**config.mk**
```make
export PLATFORM = sky130hd
export DESIGN_NAME = adc_monitor
export DESIGN_NICKNAME = d
export VERILOG_FILES = /design/src/inc/adc_monitor_pkg.sv /design/src/verilog/result_store.sv /design/src/verilog/adc_monitor.sv
export SDC_FILE = /design/constraint.sdc
export NUM_CORES = 2
export LEC_CHECK = 0
export BUFFER_PORTS_ARGS = -buffer_cell sky130_fd_sc_hd__buf_2
export CAP_MARGIN = 20
export CORE_MARGIN = 5
export CORE_UTILIZATION = 55
export DETAILED_ROUTE_END_ITERATION = 10
export GPL_ROUTABILITY_DRIVEN = 0
export PLACE_DENSITY_LB_ADDON = 0.12
export SYNTH_ARGS = -nofsm -noshare
export SYNTH_HDL_FRONTEND = slang
export SYNTH_SLANG_ARGS = --single-unit
```
**constraint.sdc**
```tcl
create_clock -name clk -period 6.7 [get_ports clk]
set_input_delay 0.67 -clock clk [delete_from_list [all_inputs] [get_ports clk]]
set_output_delay 0.67 -clock clk [all_outputs]
set_load 0.03 [all_outputs]
```
**src/inc/adc_monitor_pkg.sv**
```systemverilog
package adc_monitor_pkg;

  localparam int CLK_PERIOD_NS = 25;
  localparam int T_SAMPLE_NS = 3840;
  localparam int SAMPLE_CYC = (T_SAMPLE_NS + CLK_PERIOD_NS - 1) / CLK_PERIOD_NS;
  localparam int T_VOUT_US = 200;
  localparam int VOUT_CYC = T_VOUT_US * 1000 / CLK_PERIOD_NS;
  localparam int T_SUP_MS = 2;
  localparam int SUP_CYC = T_SUP_MS * 1000000 / CLK_PERIOD_NS;
  localparam int T_TEMP_MS = 25;
  localparam int TEMP_CYC = T_TEMP_MS * 1000000 / CLK_PERIOD_NS;

  localparam int ADC_W = 12;
  localparam int MAX_STAGES = 4;
  localparam logic [3:0] EXTRA_CH = 4'h4;

  localparam logic [3:0] SLOT_IOUT0 = 4'h2;
  localparam logic [3:0] SLOT_TEXT = 4'h6;
  localparam logic [3:0] SLOT_TINT = 4'h7;
  localparam logic [3:0] SLOT_VIN = 4'h8;
  localparam logic [3:0] SLOT_TRACK = 4'h9;
  localparam logic [3:0] SLOT_IIN = 4'hA;

  localparam logic [4:0] REG_CTRL = 5'h00;
  localparam logic [4:0] REG_STATUS = 5'h01;
  localparam logic [4:0] REG_SHUT = 5'h02;
  localparam logic [4:0] REG_SEQ = 5'h03;
  localparam logic [4:0] REG_LIM_HI = 5'h04;
  localparam logic [4:0] REG_LIM_LO = 5'h08;
  localparam logic [4:0] REG_GAIN = 5'h0C;
  localparam logic [4:0] REG_AVG = 5'h14;

  localparam int CTRL_RAILS_LSB = 0;
  localparam int CTRL_STAGES_LSB = 2;
  localparam int CTRL_RUN_BIT = 5;
  localparam int CTRL_MAP_LSB = 6;
  localparam int CTRL_ACT_LSB = 10;
  localparam logic [31:0] CTRL_MASK = 32'h0003_FFFF;
  localparam logic [31:0] CTRL_RESET = 32'h0000_0011;

  localparam int ST_FLT_HI_LSB = 0;
  localparam int ST_WARN_LSB = 4;
  localparam int ST_FLT_LO_LSB = 8;
  localparam int ST_EXT_LSB = 12;
  localparam int ST_CMP_LSB = 16;
  localparam int STATUS_W = 20;

  localparam logic [31:0] LIM_HI_RESET = 32'hFFFF_FFFF;
  localparam logic [15:0] LIM_LO_RESET = 16'h0000;
  localparam logic [15:0] GAIN_RESET = 16'h0100;
  localparam int GAIN_SHIFT = 8;

  localparam logic [1:0] ACT_LOG = 2'h0;
  localparam logic [1:0] ACT_RAIL = 2'h1;

  typedef enum logic [1:0] {
    CL_VOUT = 2'h0,
    CL_IOUT = 2'h1,
    CL_SUP = 2'h2,
    CL_TEMP = 2'h3
  } check_class_t;

  typedef enum logic [1:0] {
    MS_IDLE = 2'b00,
    MS_READ = 2'b01,
    MS_WAIT = 2'b11,
    MS_CHECK = 2'b10
  } mon_state_t;

endpackage : adc_monitor_pkg

```
**src/verilog/result_store.sv**
```systemverilog
`timescale 1ns/10ps
`default_nettype none
module result_store #(
  parameter int WIDTH = 12,
  parameter int DEPTH = 16
) (
  input wire logic clk,
  input wire logic wr_en,
  input wire logic [$clog2(DEPTH)-1:0] wr_addr,
  input wire logic [WIDTH-1:0] wr_data,
  input wire logic [$clog2(DEPTH)-1:0] rd_addr,
  output logic [WIDTH-1:0] rd_data
);

  logic [WIDTH-1:0] mem [DEPTH];

  if (DEPTH < 2 || WIDTH < 1) begin : g_bad_param
    $error("result_store: unsupported size");
  end

  always_ff @(posedge clk) begin
    if (wr_en) begin
      mem[wr_addr] <= wr_data;
    end
    rd_data <= mem[rd_addr];
  end

endmodule : result_store
`default_nettype wire

```
**src/verilog/adc_monitor.sv**
```systemverilog
// Design decisions made here: the register offsets and strobed register access.
`timescale 1ns/10ps
`default_nettype none
module adc_monitor
  import adc_monitor_pkg::*;
#(
  parameter int VOUT_CYC_P = VOUT_CYC,
  parameter int SUP_CYC_P = SUP_CYC,
  parameter int TEMP_CYC_P = TEMP_CYC,
  parameter int FILT_SHIFT = 3
) (
  input wire logic clk,
  input wire logic srst,
  input wire logic device_reset_low,
  input wire logic [4:0] reg_addr,
  input wire logic [31:0] reg_wdata,
  input wire logic reg_wr,
  input wire logic reg_rd,
  output logic [31:0] reg_rdata,
  output logic adc_start,
  output logic [3:0] adc_channel,
  output logic temp_mux_sel0,
  input wire logic adc_valid,
  input wire logic [ADC_W-1:0] adc_data,
  input wire logic ext_fault_in_1a,
  input wire logic ext_fault_in_1b,
  input wire logic ext_fault_in_2a,
  input wire logic ext_fault_in_3a,
  input wire logic [3:0] cmp_trip,
  input wire logic [3:0] pwm_in,
  input wire logic [3:0] sre_in,
  output logic [3:0] pulse_width_out,
  output logic [3:0] sync_rectifier_en,
  output logic ibal_update
);

  localparam int VW = $clog2(VOUT_CYC_P);
  localparam int SW = $clog2(SUP_CYC_P);
  localparam int TW = $clog2(TEMP_CYC_P);

  if (VOUT_CYC_P < 2 || SUP_CYC_P < 2 || TEMP_CYC_P < 2 || FILT_SHIFT < 1
      || FILT_SHIFT > 8) begin : g_bad_param
    $error("adc_monitor: unsupported parameter value");
  end

  // pins pass two flops; nothing reads sync1_reg but sync2_reg
  logic [8:0] sync1_reg;
  logic [8:0] sync2_reg;
  logic [3:0] ext_s;
  logic [3:0] cmp_s;
  logic rst;

  always_ff @(posedge clk) begin
    if (srst) begin
      sync1_reg <= 9'h000;
      sync2_reg <= 9'h000;
    end else begin
      sync1_reg <= {device_reset_low, cmp_trip, ext_fault_in_3a, ext_fault_in_2a,
                    ext_fault_in_1b, ext_fault_in_1a};
      sync2_reg <= sync1_reg;
    end
  end

  assign rst = srst | ~sync2_reg[8];
  assign ext_s = sync2_reg[3:0];
  // comparator n+1 belongs to stage index n (1a, 1b, 2a, 3a)
  assign cmp_s = sync2_reg[7:4];

  // configuration and status
  logic [31:0] ctrl_reg, ctrl_next;
  logic [STATUS_W-1:0] status_reg, status_next;
  logic [3:0] shut_reg, shut_next;
  logic [3:0][31:0] lim_hi_reg, lim_hi_next;
  logic [3:0][15:0] lim_lo_reg, lim_lo_next;
  logic [3:0][15:0] gain_reg, gain_next;
  logic [31:0] rdata_reg, rdata_next;
  logic [STATUS_W-1:0] status_set;
  logic [3:0] shut_set;
  logic [11:0] mon_set;
  logic [3:0] mon_shut;
  logic [3:0] hw_shut;

  logic [1:0] rails_raw;
  logic [2:0] stages_raw;
  logic [1:0] rail_count;
  logic [2:0] stage_count;
  logic run;
  logic [3:0] rail_map;
  logic [3:0] en_mask;
  logic [3:0][15:0] avg_all;

  // sequencer
  logic [7:0] samp_cnt_reg, samp_cnt_next;
  logic [3:0] pos_reg, pos_next;
  logic [3:0] slot_reg, slot_next;
  logic [3:0] chan_reg, chan_next;
  logic start_reg, start_next;
  logic tmux_reg, tmux_next;
  logic [7:0] seq_cnt_reg, seq_cnt_next;
  logic [15:0] slot_ok_reg, slot_ok_next;
  logic [3:0] seq_len;
  logic samp_tick;

  assign rails_raw = ctrl_reg[CTRL_RAILS_LSB +: 2];
  assign stages_raw = ctrl_reg[CTRL_STAGES_LSB +: 3];
  // out-of-range counts are clamped into the supported set
  assign rail_count = (rails_raw == 2'h0) ? 2'h1 : ((rails_raw > 2'h2) ? 2'h2 : rails_raw);
  assign stage_count = (stages_raw == 3'h0) ? 3'h1
                     : ((stages_raw > 3'h4) ? 3'h4 : stages_raw);
  assign run = ctrl_reg[CTRL_RUN_BIT];
  assign rail_map = ctrl_reg[CTRL_MAP_LSB +: 4];
  assign en_mask = 4'(((5'h01 << stage_count) - 5'h01));
  assign seq_len = 4'({2'h0, rail_count}) + 4'({1'b0, stage_count}) + EXTRA_CH;

  function automatic logic [3:0] rail_mask(input logic r, input logic [3:0] map,
                                           input logic [3:0] en);
    rail_mask = (r ? map : ~map) & en;
  endfunction : rail_mask

  function automatic logic [3:0] slot_of(input logic [3:0] p, input logic [1:0] rc,
                                         input logic [2:0] sc, input logic sel);
    logic [3:0] k;
    k = p - {2'h0, rc} - {1'b0, sc};
    if (p < {2'h0, rc}) begin
      slot_of = p;
    end else if (p < {2'h0, rc} + {1'b0, sc}) begin
      slot_of = SLOT_IOUT0 + p - {2'h0, rc};
    end else begin
      case (k)
        4'h0: slot_of = SLOT_TEXT;
        4'h1: slot_of = SLOT_TINT;
        4'h2: slot_of = sel ? SLOT_IIN : SLOT_VIN;
        default: slot_of = SLOT_TRACK;
      endcase
    end
  endfunction : slot_of

  assign samp_tick = run && (samp_cnt_reg == 8'(SAMPLE_CYC - 1));

  always_comb begin
    samp_cnt_next = run ? (samp_tick ? 8'h00 : samp_cnt_reg + 8'h01) : 8'h00;
    pos_next = run ? pos_reg : 4'h0;
    slot_next = slot_reg;
    chan_next = chan_reg;
    start_next = 1'b0;
    tmux_next = tmux_reg;
    seq_cnt_next = seq_cnt_reg;
    slot_ok_next = slot_ok_reg;
    if (samp_tick) begin
      start_next = 1'b1;
      slot_next = slot_of(pos_reg, rail_count, stage_count, tmux_reg);
      chan_next = (slot_next == SLOT_IIN) ? SLOT_VIN : slot_next;
      if (pos_reg >= seq_len - 4'h1) begin
        pos_next = 4'h0;
        // flip the supply selection between sequences
        tmux_next = ~tmux_reg;
        seq_cnt_next = seq_cnt_reg + 8'h01;
      end else begin
        pos_next = pos_reg + 4'h1;
      end
    end
    if (adc_valid) begin
      slot_ok_next[slot_reg] = 1'b1;
    end
  end

  always_ff @(posedge clk) begin
    if (rst) begin
      samp_cnt_reg <= 8'h00;
      pos_reg <= 4'h0;
      slot_reg <= 4'h0;
      chan_reg <= 4'h0;
      start_reg <= 1'b0;
      tmux_reg <= 1'b0;
      seq_cnt_reg <= 8'h00;
      slot_ok_reg <= 16'h0000;
    end else begin
      samp_cnt_reg <= samp_cnt_next;
      pos_reg <= pos_next;
      slot_reg <= slot_next;
      chan_reg <= chan_next;
      start_reg <= start_next;
      tmux_reg <= tmux_next;
      seq_cnt_reg <= seq_cnt_next;
      slot_ok_reg <= slot_ok_next;
    end
  end

  // current smoothing, one first-order average per stage
  for (genvar i = 0; i < MAX_STAGES; i++) begin : g_filt
    logic [15:0] avg_reg, avg_next;
    logic signed [16:0] diff;

    always_comb begin
      diff = $signed({1'b0, adc_data, 4'h0}) - $signed({1'b0, avg_reg});
      avg_next = avg_reg;
      if (adc_valid && slot_reg == SLOT_IOUT0 + 4'(i)) begin
        avg_next = 16'($signed({1'b0, avg_reg}) + (diff >>> FILT_SHIFT));
      end
    end

    always_ff @(posedge clk) begin
      if (rst) begin
        avg_reg <= 16'h0000;
      end else begin
        avg_reg <= avg_next;
      end
    end

    assign avg_all[i] = avg_reg;
  end

  // monitor, paced by its own timers and never by the sequencer
  logic [VW-1:0] vout_cnt_reg, vout_cnt_next;
  logic [SW-1:0] sup_cnt_reg, sup_cnt_next;
  logic [TW-1:0] temp_cnt_reg, temp_cnt_next;
  logic iout_div_reg, iout_div_next;
  logic [1:0] temp_div_reg, temp_div_next;
  logic [3:0] pend_reg, pend_next;
  logic [3:0] pend_clr;
  logic bal_reg, bal_next;
  mon_state_t mst_reg, mst_next;
  check_class_t cls_reg, cls_next;
  logic [2:0] idx_reg, idx_next;
  logic [15:0] val_reg, val_next;
  logic vout_tick, iout_tick, sup_tick, temp_base, temp_tick;
  logic [3:0] rd_addr;
  logic [ADC_W-1:0] rd_data;
  logic [ADC_W-1:0] raw;
  logic [27:0] prod;
  logic [2:0] item_cnt;
  logic item_ok;
  logic hi_f, lo_f;
  logic [1:0] act;

  assign vout_tick = vout_cnt_reg == VW'(VOUT_CYC_P - 1);
  assign iout_tick = vout_tick && ({1'b0, iout_div_reg} == rail_count - 2'h1);
  assign sup_tick = sup_cnt_reg == SW'(SUP_CYC_P - 1);
  assign temp_base = temp_cnt_reg == TW'(TEMP_CYC_P - 1);
  assign temp_tick = temp_base && ({1'b0, temp_div_reg} == stage_count - 3'h1);

  always_comb begin
    case (cls_reg)
      CL_VOUT: rd_addr = {3'h0, idx_reg[0]};
      CL_SUP: rd_addr = idx_reg[0] ? SLOT_IIN : SLOT_VIN;
      CL_TEMP: rd_addr = idx_reg[0] ? SLOT_TINT : SLOT_TEXT;
      default: rd_addr = SLOT_IOUT0 + {2'h0, idx_reg[1:0]};
    endcase
    case (cls_reg)
      CL_VOUT: item_cnt = {1'b0, rail_count};
      CL_IOUT: item_cnt = stage_count;
      default: item_cnt = 3'h2;
    endcase
    raw = (cls_reg == CL_IOUT) ? avg_all[idx_reg[1:0]][15:4] : rd_data;
    prod = 28'(raw) * 28'(gain_reg[cls_reg]);
    item_ok = (cls_reg == CL_IOUT) || slot_ok_reg[rd_addr];
    hi_f = val_reg > lim_hi_reg[cls_reg][15:0];
    lo_f = val_reg < lim_lo_reg[cls_reg];
    act = ctrl_reg[CTRL_ACT_LSB + 2 * cls_reg +: 2];
  end

  always_comb begin
    vout_cnt_next = vout_tick ? '0 : vout_cnt_reg + VW'(1);
    sup_cnt_next = sup_tick ? '0 : sup_cnt_reg + SW'(1);
    temp_cnt_next = temp_base ? '0 : temp_cnt_reg + TW'(1);
    iout_div_next = vout_tick ? (iout_tick ? 1'b0 : ~iout_div_reg) : iout_div_reg;
    temp_div_next = temp_base ? (temp_tick ? 2'h0 : temp_div_reg + 2'h1) : temp_div_reg;
    bal_next = sup_tick && run;
    mst_next = mst_reg;
    cls_next = cls_reg;
    idx_next = idx_reg;
    val_next = val_reg;
    pend_clr = 4'h0;
    mon_set = 12'h000;
    mon_shut = 4'h0;
    case (mst_reg)
      MS_IDLE: begin
        if (|pend_reg) begin
          cls_next = pend_reg[0] ? CL_VOUT : (pend_reg[1] ? CL_IOUT
                   : (pend_reg[2] ? CL_SUP : CL_TEMP));
          idx_next = 3'h0;
          mst_next = MS_READ;
        end
      end
      MS_READ: begin
        mst_next = MS_WAIT;
      end
      MS_WAIT: begin
        val_next = prod[GAIN_SHIFT +: 16];
        mst_next = MS_CHECK;
      end
      MS_CHECK: begin
        if (item_ok) begin
          mon_set[ST_FLT_HI_LSB + cls_reg] = hi_f;
          mon_set[ST_WARN_LSB + cls_reg] = val_reg > lim_hi_reg[cls_reg][31:16];
          mon_set[ST_FLT_LO_LSB + cls_reg] = lo_f;
          if ((hi_f || lo_f) && act != ACT_LOG) begin
            // per-rail action narrows vout and iout faults to the owning rail; all else stops every stage
            if (act == ACT_RAIL && cls_reg == CL_VOUT) begin
              mon_shut = rail_mask(idx_reg[0], rail_map, en_mask);
            end else if (act == ACT_RAIL && cls_reg == CL_IOUT) begin
              mon_shut = rail_mask(rail_map[idx_reg[1:0]], rail_map, en_mask);
            end else begin
              mon_shut = en_mask;
            end
          end
        end
        if (idx_reg >= item_cnt - 3'h1) begin
          pend_clr[cls_reg] = 1'b1;
          mst_next = MS_IDLE;
        end else begin
          idx_next = idx_reg + 3'h1;
          mst_next = MS_READ;
        end
      end
      default: begin
        mst_next = MS_IDLE;
      end
    endcase
    pend_next = (pend_reg & ~pend_clr) | ({temp_tick, sup_tick, iout_tick, vout_tick} & {4{run}});
  end

  always_ff @(posedge clk) begin
    if (rst) begin
      vout_cnt_reg <= '0;
      sup_cnt_reg <= '0;
      temp_cnt_reg <= '0;
      iout_div_reg <= 1'b0;
      temp_div_reg <= 2'h0;
      bal_reg <= 1'b0;
      pend_reg <= 4'h0;
      mst_reg <= MS_IDLE;
      cls_reg <= CL_VOUT;
      idx_reg <= 3'h0;
      val_reg <= 16'h0000;
    end else begin
      vout_cnt_reg <= vout_cnt_next;
      sup_cnt_reg <= sup_cnt_next;
      temp_cnt_reg <= temp_cnt_next;
      iout_div_reg <= iout_div_next;
      temp_div_reg <= temp_div_next;
      bal_reg <= bal_next;
      pend_reg <= pend_next;
      mst_reg <= mst_next;
      cls_reg <= cls_next;
      idx_reg <= idx_next;
      val_reg <= val_next;
    end
  end

  result_store #(
    .WIDTH(ADC_W),
    .DEPTH(16)
  ) u_store (
    .clk(clk),
    .wr_en(adc_valid),
    .wr_addr(slot_reg),
    .wr_data(adc_data),
    .rd_addr(rd_addr),
    .rd_data(rd_data)
  );

  // hardware fault paths: three clocks from pin to output
  always_comb begin
    hw_shut = ext_s;
    for (int i = 0; i < MAX_STAGES; i++) begin
      if (cmp_s[i]) begin
        hw_shut = hw_shut | (4'h1 << i);
        hw_shut = hw_shut | rail_mask(rail_map[i], rail_map, en_mask);
      end
    end
  end

  assign shut_set = hw_shut | mon_shut;
  assign status_set = {cmp_s, ext_s, mon_set};

  always_comb begin
    ctrl_next = ctrl_reg;
    lim_hi_next = lim_hi_reg;
    lim_lo_next = lim_lo_reg;
    gain_next = gain_reg;
    status_next = status_reg;
    shut_next = shut_reg;
    rdata_next = 32'h0000_0000;
    if (reg_wr) begin
      case (reg_addr[4:2])
        REG_CTRL[4:2]: begin
          if (reg_addr == REG_CTRL) begin
            ctrl_next = reg_wdata & CTRL_MASK;
          end else if (reg_addr == REG_STATUS) begin
            status_next = status_reg & ~reg_wdata[STATUS_W-1:0];
          end else if (reg_addr == REG_SHUT) begin
            shut_next = shut_reg & ~reg_wdata[3:0];
          end
        end
        REG_LIM_HI[4:2]: lim_hi_next[reg_addr[1:0]] = reg_wdata;
        REG_LIM_LO[4:2]: lim_lo_next[reg_addr[1:0]] = reg_wdata[15:0];
        REG_GAIN[4:2]: gain_next[reg_addr[1:0]] = reg_wdata[15:0];
        default: begin
        end
      endcase
    end
    // a new event wins over a clear in the same cycle
    status_next = status_next | status_set;
    shut_next = shut_next | shut_set;
    if (reg_rd) begin
      case (reg_addr[4:2])
        REG_CTRL[4:2]: begin
          case (reg_addr[1:0])
            REG_CTRL[1:0]: rdata_next = ctrl_reg;
            REG_STATUS[1:0]: rdata_next = 32'(status_reg);
            REG_SHUT[1:0]: rdata_next = {28'h0, shut_reg};
            default: rdata_next = {19'h0, tmux_reg, pos_reg, seq_cnt_reg};
          endcase
        end
        REG_LIM_HI[4:2]: rdata_next = lim_hi_reg[reg_addr[1:0]];
        REG_LIM_LO[4:2]: rdata_next = {16'h0, lim_lo_reg[reg_addr[1:0]]};
        REG_GAIN[4:2]: rdata_next = {16'h0, gain_reg[reg_addr[1:0]]};
        REG_AVG[4:2]: rdata_next = {16'h0, avg_all[reg_addr[1:0]]};
        default: rdata_next = 32'h0000_0000;
      endcase
    end
  end

  always_ff @(posedge clk) begin
    if (rst) begin
      ctrl_reg <= CTRL_RESET;
      lim_hi_reg <= {4{LIM_HI_RESET}};
      lim_lo_reg <= {4{LIM_LO_RESET}};
      gain_reg <= {4{GAIN_RESET}};
      status_reg <= '0;
      shut_reg <= 4'h0;
      rdata_reg <= 32'h0000_0000;
    end else begin
      ctrl_reg <= ctrl_next;
      lim_hi_reg <= lim_hi_next;
      lim_lo_reg <= lim_lo_next;
      gain_reg <= gain_next;
      status_reg <= status_next;
      shut_reg <= shut_next;
      rdata_reg <= rdata_next;
    end
  end

  // outputs gated by the same-cycle set term, saving a clock on a fault
  logic [3:0] pwm_reg, sre_reg;
  logic [3:0] pwm_next, sre_next;

  always_comb begin
    pwm_next = pwm_in & ~(shut_reg | shut_set) & en_mask;
    sre_next = sre_in & ~(shut_reg | shut_set) & en_mask;
  end

  always_ff @(posedge clk) begin
    if (rst) begin
      pwm_reg <= 4'h0;
      sre_reg <= 4'h0;
    end else begin
      pwm_reg <= pwm_next;
      sre_reg <= sre_next;
    end
  end

  assign pulse_width_out = pwm_reg;
  assign sync_rectifier_en = sre_reg;
  assign reg_rdata = rdata_reg;
  assign adc_start = start_reg;
  assign adc_channel = chan_reg;
  assign temp_mux_sel0 = tmux_reg;
  assign ibal_update = bal_reg;

endmodule : adc_monitor
`default_nettype wire

```
==> results_tabular.tex <==
\begin{tabular}{lr}
\hline
Metric & Value \\
\hline
\multicolumn{2}{l}{\textbf{Timing}} \\
Fraction of the cycle the final worst path needs & 95.40\% \\
Setup tns final & 0 ns \\
Minimum hold slack & 0.2164 ns \\
Number of setup violations in the final report & 0 \\
Final clock skew & 0.04439 ns \\
Tightest slew margin relative to the limit & 23.81\% \\
Final Hold Fails & 0 \\
Worst-margin pin slew & 1.140 ns \\
Unrepaired setup endpoints after global routing & false \\
Number of max-slew violations in the final report & 0 \\
Final worst path period need & 6.392 ns \\
Max Clock Freq & 0.1564 GHz \\
\multicolumn{2}{l}{\textbf{Critical path}} \\
Largest fanout on the critical path & 23 \\
Sort of element at the end of the critical path & register \\
Critical path startpoint category & register \\
R2r endpoint & val\_reg[13] \\
Internal reg-to-reg setup slack & 0.31 ns \\
Launch instance of the worst register-to-register path & idx\_reg[1] \\
Worst Setup Path Type & register to register \\
Required time of the critical path & 7.22 ns \\
Arrival time at the worst endpoint & 6.91 ns \\
Worst Reg2Reg Path Length in Cells & 21 \\
\multicolumn{2}{l}{\textbf{Synthesis}} \\
Yosys top cell area share & 27.13\% \\
Netlist Area Pre-Place & 40740 um2 \\
Post-synth net total & 4872 \\
Top flip-flop cell by instance count after synthesis & sky130\_fd\_sc\_hd\_\_dfxtp\_1 \\
Top cell types by occurrence after synthesis & 892 x sky130\_fd\_sc\_hd\_\_nand2\_1, 552 x sky130\_fd\_sc\_hd\_\_dfxtp\_1, 328 x sky130\_fd\_sc\_hd\_\_a21oi\_1, 310 x sky130\_fd\_sc\_hd\_\_inv\_1, 269 x sky130\_fd\_sc\_hd\_\_nor2\_1 \\
Register area share after synthesis & 35.97\% \\
Synthesized area per cell & 9.206 um2 \\
Most area-consuming cells after synthesis & sky130\_fd\_sc\_hd\_\_dfxtp\_1 27\%, sky130\_fd\_sc\_hd\_\_mux4\_2 10\%, sky130\_fd\_sc\_hd\_\_edfxtp\_1 8.8\% \\
Number of storage elements in the synthesis netlist & 672 \\
Warnings from Yosys & 0 \\
Most instantiated library cell after synthesis & sky130\_fd\_sc\_hd\_\_nand2\_1 \\
Async set-reset flop share out of synthesis & 0\% \\
Instance count of the mapped netlist & 4425 \\
Unique masters post-synth & 79 \\
Number of synthesized flops with an enable pin & 120 \\
Leading area contributor after synthesis & sky130\_fd\_sc\_hd\_\_dfxtp\_1 \\
\multicolumn{2}{l}{\textbf{Clocking}} \\
Post-CTS resize count & 0 \\
Clock sinks & 672 \\
Max H-tree Level & 3 \\
Clock-pin slew on the worst setup and hold paths & 0.06 ns \\
Cell chosen for the clock root & sky130\_fd\_sc\_hd\_\_clkbuf\_16 \\
Number of post-CTS setup repair buffers & 0 \\
Clock network latency to the later pin of the worst-skew pair & 0.65 ns \\
CTS Buffer Depth & 3 \\
Hold buffer count at cts & 0 \\
Clock tree from TritonCTS & built \\
TritonCTS Buffers & 75 \\
\multicolumn{2}{l}{\textbf{Pwr}} \\
Sum of internal, switching and leakage power & 9.009 mW \\
Leakage component of the power & 17.95 nW \\
Largest vdd supply drop & 0.3021 mV \\
Power density over the cells & 200.5 nW/um2 \\
\multicolumn{2}{l}{\textbf{GRT}} \\
First-pass GRT wire length & 182700 um \\
Initial antenna violation count & 5 \\
Largest net degree at the start of global routing & 158 \\
Grt ovf & 0 \\
Via count of the first global-routing pass & 31110 \\
Global-route usage over all layers & 29.38\% \\
\multicolumn{2}{l}{\textbf{Die}} \\
FP Rows & 99 \\
Initial core utilization & 55.64\% \\
I/O pins & 118 \\
Horizontal die dimension & 282.1 um \\
Area of the core region & 73210 um2 \\
Die height & 282.1 um \\
Die Outline Area & 79610 um2 \\
\multicolumn{2}{l}{\textbf{Run status}} \\
Status & finished, final reports clean \\
\multicolumn{2}{l}{\textbf{Drt}} \\
Total wire length after detailed routing & 118000 um \\
Violation count after the first detailed-routing iteration & 3129 \\
Number of nets with antenna violations after routing & 0 \\
Via count & 32650 \\
Detail-routed net length per standard cell & 21.53 um \\
DRC viols & 0 \\
Detail-routed via count per cell & 5.958 \\
First-pass detailed-route iteration total & 5 \\
\multicolumn{2}{l}{\textbf{Placed design}} \\
Post-Place Cells & 5339 \\
Sum of net half-perimeters after detailed placement & 82850 um \\
IO Port Bufs & 117 \\
\multicolumn{2}{l}{\textbf{Flow run}} \\
Max-capacitance violation count & 0 \\
\multicolumn{2}{l}{\textbf{Min path}} \\
Sink of the worst hold path & pulse\_width\_out[3] \\
Worst hold path class & input port to register \\
Worst Hold Path Cells & 2 \\
Hold path start & pwm\_in[3] \\
\multicolumn{2}{l}{\textbf{Cells and area}} \\
Layout cell share with drive strength beyond 1 & 12.83\% \\
Area growth from synthesis to layout & 10.32\% \\
Layout net count & 4904 \\
Max FFs per register & 128 \\
Count of placed standard cells in the final layout, fillers left out & 5481 \\
Filler cell count in the final layout & 6241 \\
\hline
\end{tabular}
==> layout by cell type (no fill, tap or decap), types with 68 or more instances in the layout <==
cell type,synthesis,final
sky130_fd_sc_hd__nand2_1,892,888
sky130_fd_sc_hd__dfxtp_1,552,549
sky130_fd_sc_hd__a21oi_1,328,328
sky130_fd_sc_hd__inv_1,310,310
sky130_fd_sc_hd__nor2_1,269,264
sky130_fd_sc_hd__ha_1,233,233
sky130_fd_sc_hd__nand3_1,204,204
sky130_fd_sc_hd__mux4_2,183,183
sky130_fd_sc_hd__fa_1,143,143
sky130_fd_sc_hd__edfxtp_1,120,120
sky130_fd_sc_hd__buf_2,16,115
sky130_fd_sc_hd__xnor2_1,104,104
sky130_fd_sc_hd__clkbuf_16,0,76
sky130_fd_sc_hd__buf_4,3,76
sky130_fd_sc_hd__xor2_1,72,72
sky130_fd_sc_hd__and2_1,71,71
sky130_fd_sc_hd__o21ai_0,70,68
==> final cells by class <==
class                   count  area, um2  area share (%)
diodes                      2      5.005         0.01114
clock buffers             110       2170           4.828
clock inverters            30      415.4          0.9243
inverters                 315       1182           2.631
multi-input cells        3196      24050           53.52
flip-flops and latches    672      14670           32.63
well taps                 959       1200           2.670
repair buffers            197       1249           2.779
==> cells by family after synthesis <==
family          count (synthesis)  share of synthesized area (%)
compound gates                662                          10.01
xor+xnor                      176                          3.784
fa+ha+maj                     376                          14.18
buf+inv                       557                          5.209
flops                         672                          35.97
mux                           253                          11.98
simple gates                 1729                          18.85
==> worst max path at each step <==
stage	from	endpoint	slack [ns]	depth (start not counted)
after global routing	cls_reg[0]	val_reg[13]	0.02	21
after detailed placement	idx_reg[1]	val_reg[13]	0.16	21
after CTS	idx_reg[1]	val_reg[13]	0.15	21
after floorplan	cls_reg[0]	val_reg[14]	0.07	23
after global placement	idx_reg[1]	val_reg[14]	0.26	20
final	idx_reg[1]	val_reg[13]	0.31	21
==> where the power goes <==
part	leakage [nW]	switching (mW)	internal (mW)
combinational	11.1	0.363	0.198
sequential	5.55	0.0134	4.12
clock	1.27	1.79	2.52
total	17.9	2.17	6.84
==> metrics by stage <==
| step | util [%] | setup WS [ns] | instance area (um2) |
|---|---|---|---|
| 6_report | 61.39 | 0.3079 | 44940 |
| 5_1_grt | 61.38 | 0.01509 | 44940 |
| 4_1_cts | 61.36 | 0.1463 | 44920 |
| 3_5_place_dp | 57.83 | 0.1586 | 42330 |
| 3_3_place_gp | 57.83 | 0.2640 | 42330 |
| 2_1_floorplan | - | 0.06796 | 40740 |
==> metal layers <==
metal	up-vias	wire (um)	global-route usage (%)
met2	1353	50530	43.56
met5	-	34	0
li1	15280	-	-
met4	6	3436	8.045
met1	15790	51880	44.05
met3	219	12140	6.256
==> worst max-delay path, cell delays in order, from the launching register on <==
cell,delay (ns)
sky130_fd_sc_hd__dfxtp_4,0.48
sky130_fd_sc_hd__buf_6,0.31
sky130_fd_sc_hd__mux4_2,0.54
sky130_fd_sc_hd__mux2_2,0.45
sky130_fd_sc_hd__nand2_1,0.15
sky130_fd_sc_hd__fa_1,0.42
sky130_fd_sc_hd__inv_1,0.09
sky130_fd_sc_hd__fa_1,0.42
sky130_fd_sc_hd__inv_1,0.09
sky130_fd_sc_hd__fa_1,0.40
sky130_fd_sc_hd__fa_1,0.49
sky130_fd_sc_hd__inv_1,0.04
sky130_fd_sc_hd__ha_1,0.27
sky130_fd_sc_hd__nor4bb_1,0.28
sky130_fd_sc_hd__o2111ai_1,0.17
sky130_fd_sc_hd__o41a_1,0.38
sky130_fd_sc_hd__or3_1,0.41
sky130_fd_sc_hd__a21oi_1,0.26
sky130_fd_sc_hd__o31ai_2,0.14
sky130_fd_sc_hd__nor2b_1,0.15
sky130_fd_sc_hd__xnor2_1,0.12
sky130_fd_sc_hd__a22o_1,0.20
No activity file was read; power rests on OpenSTA's default activity.
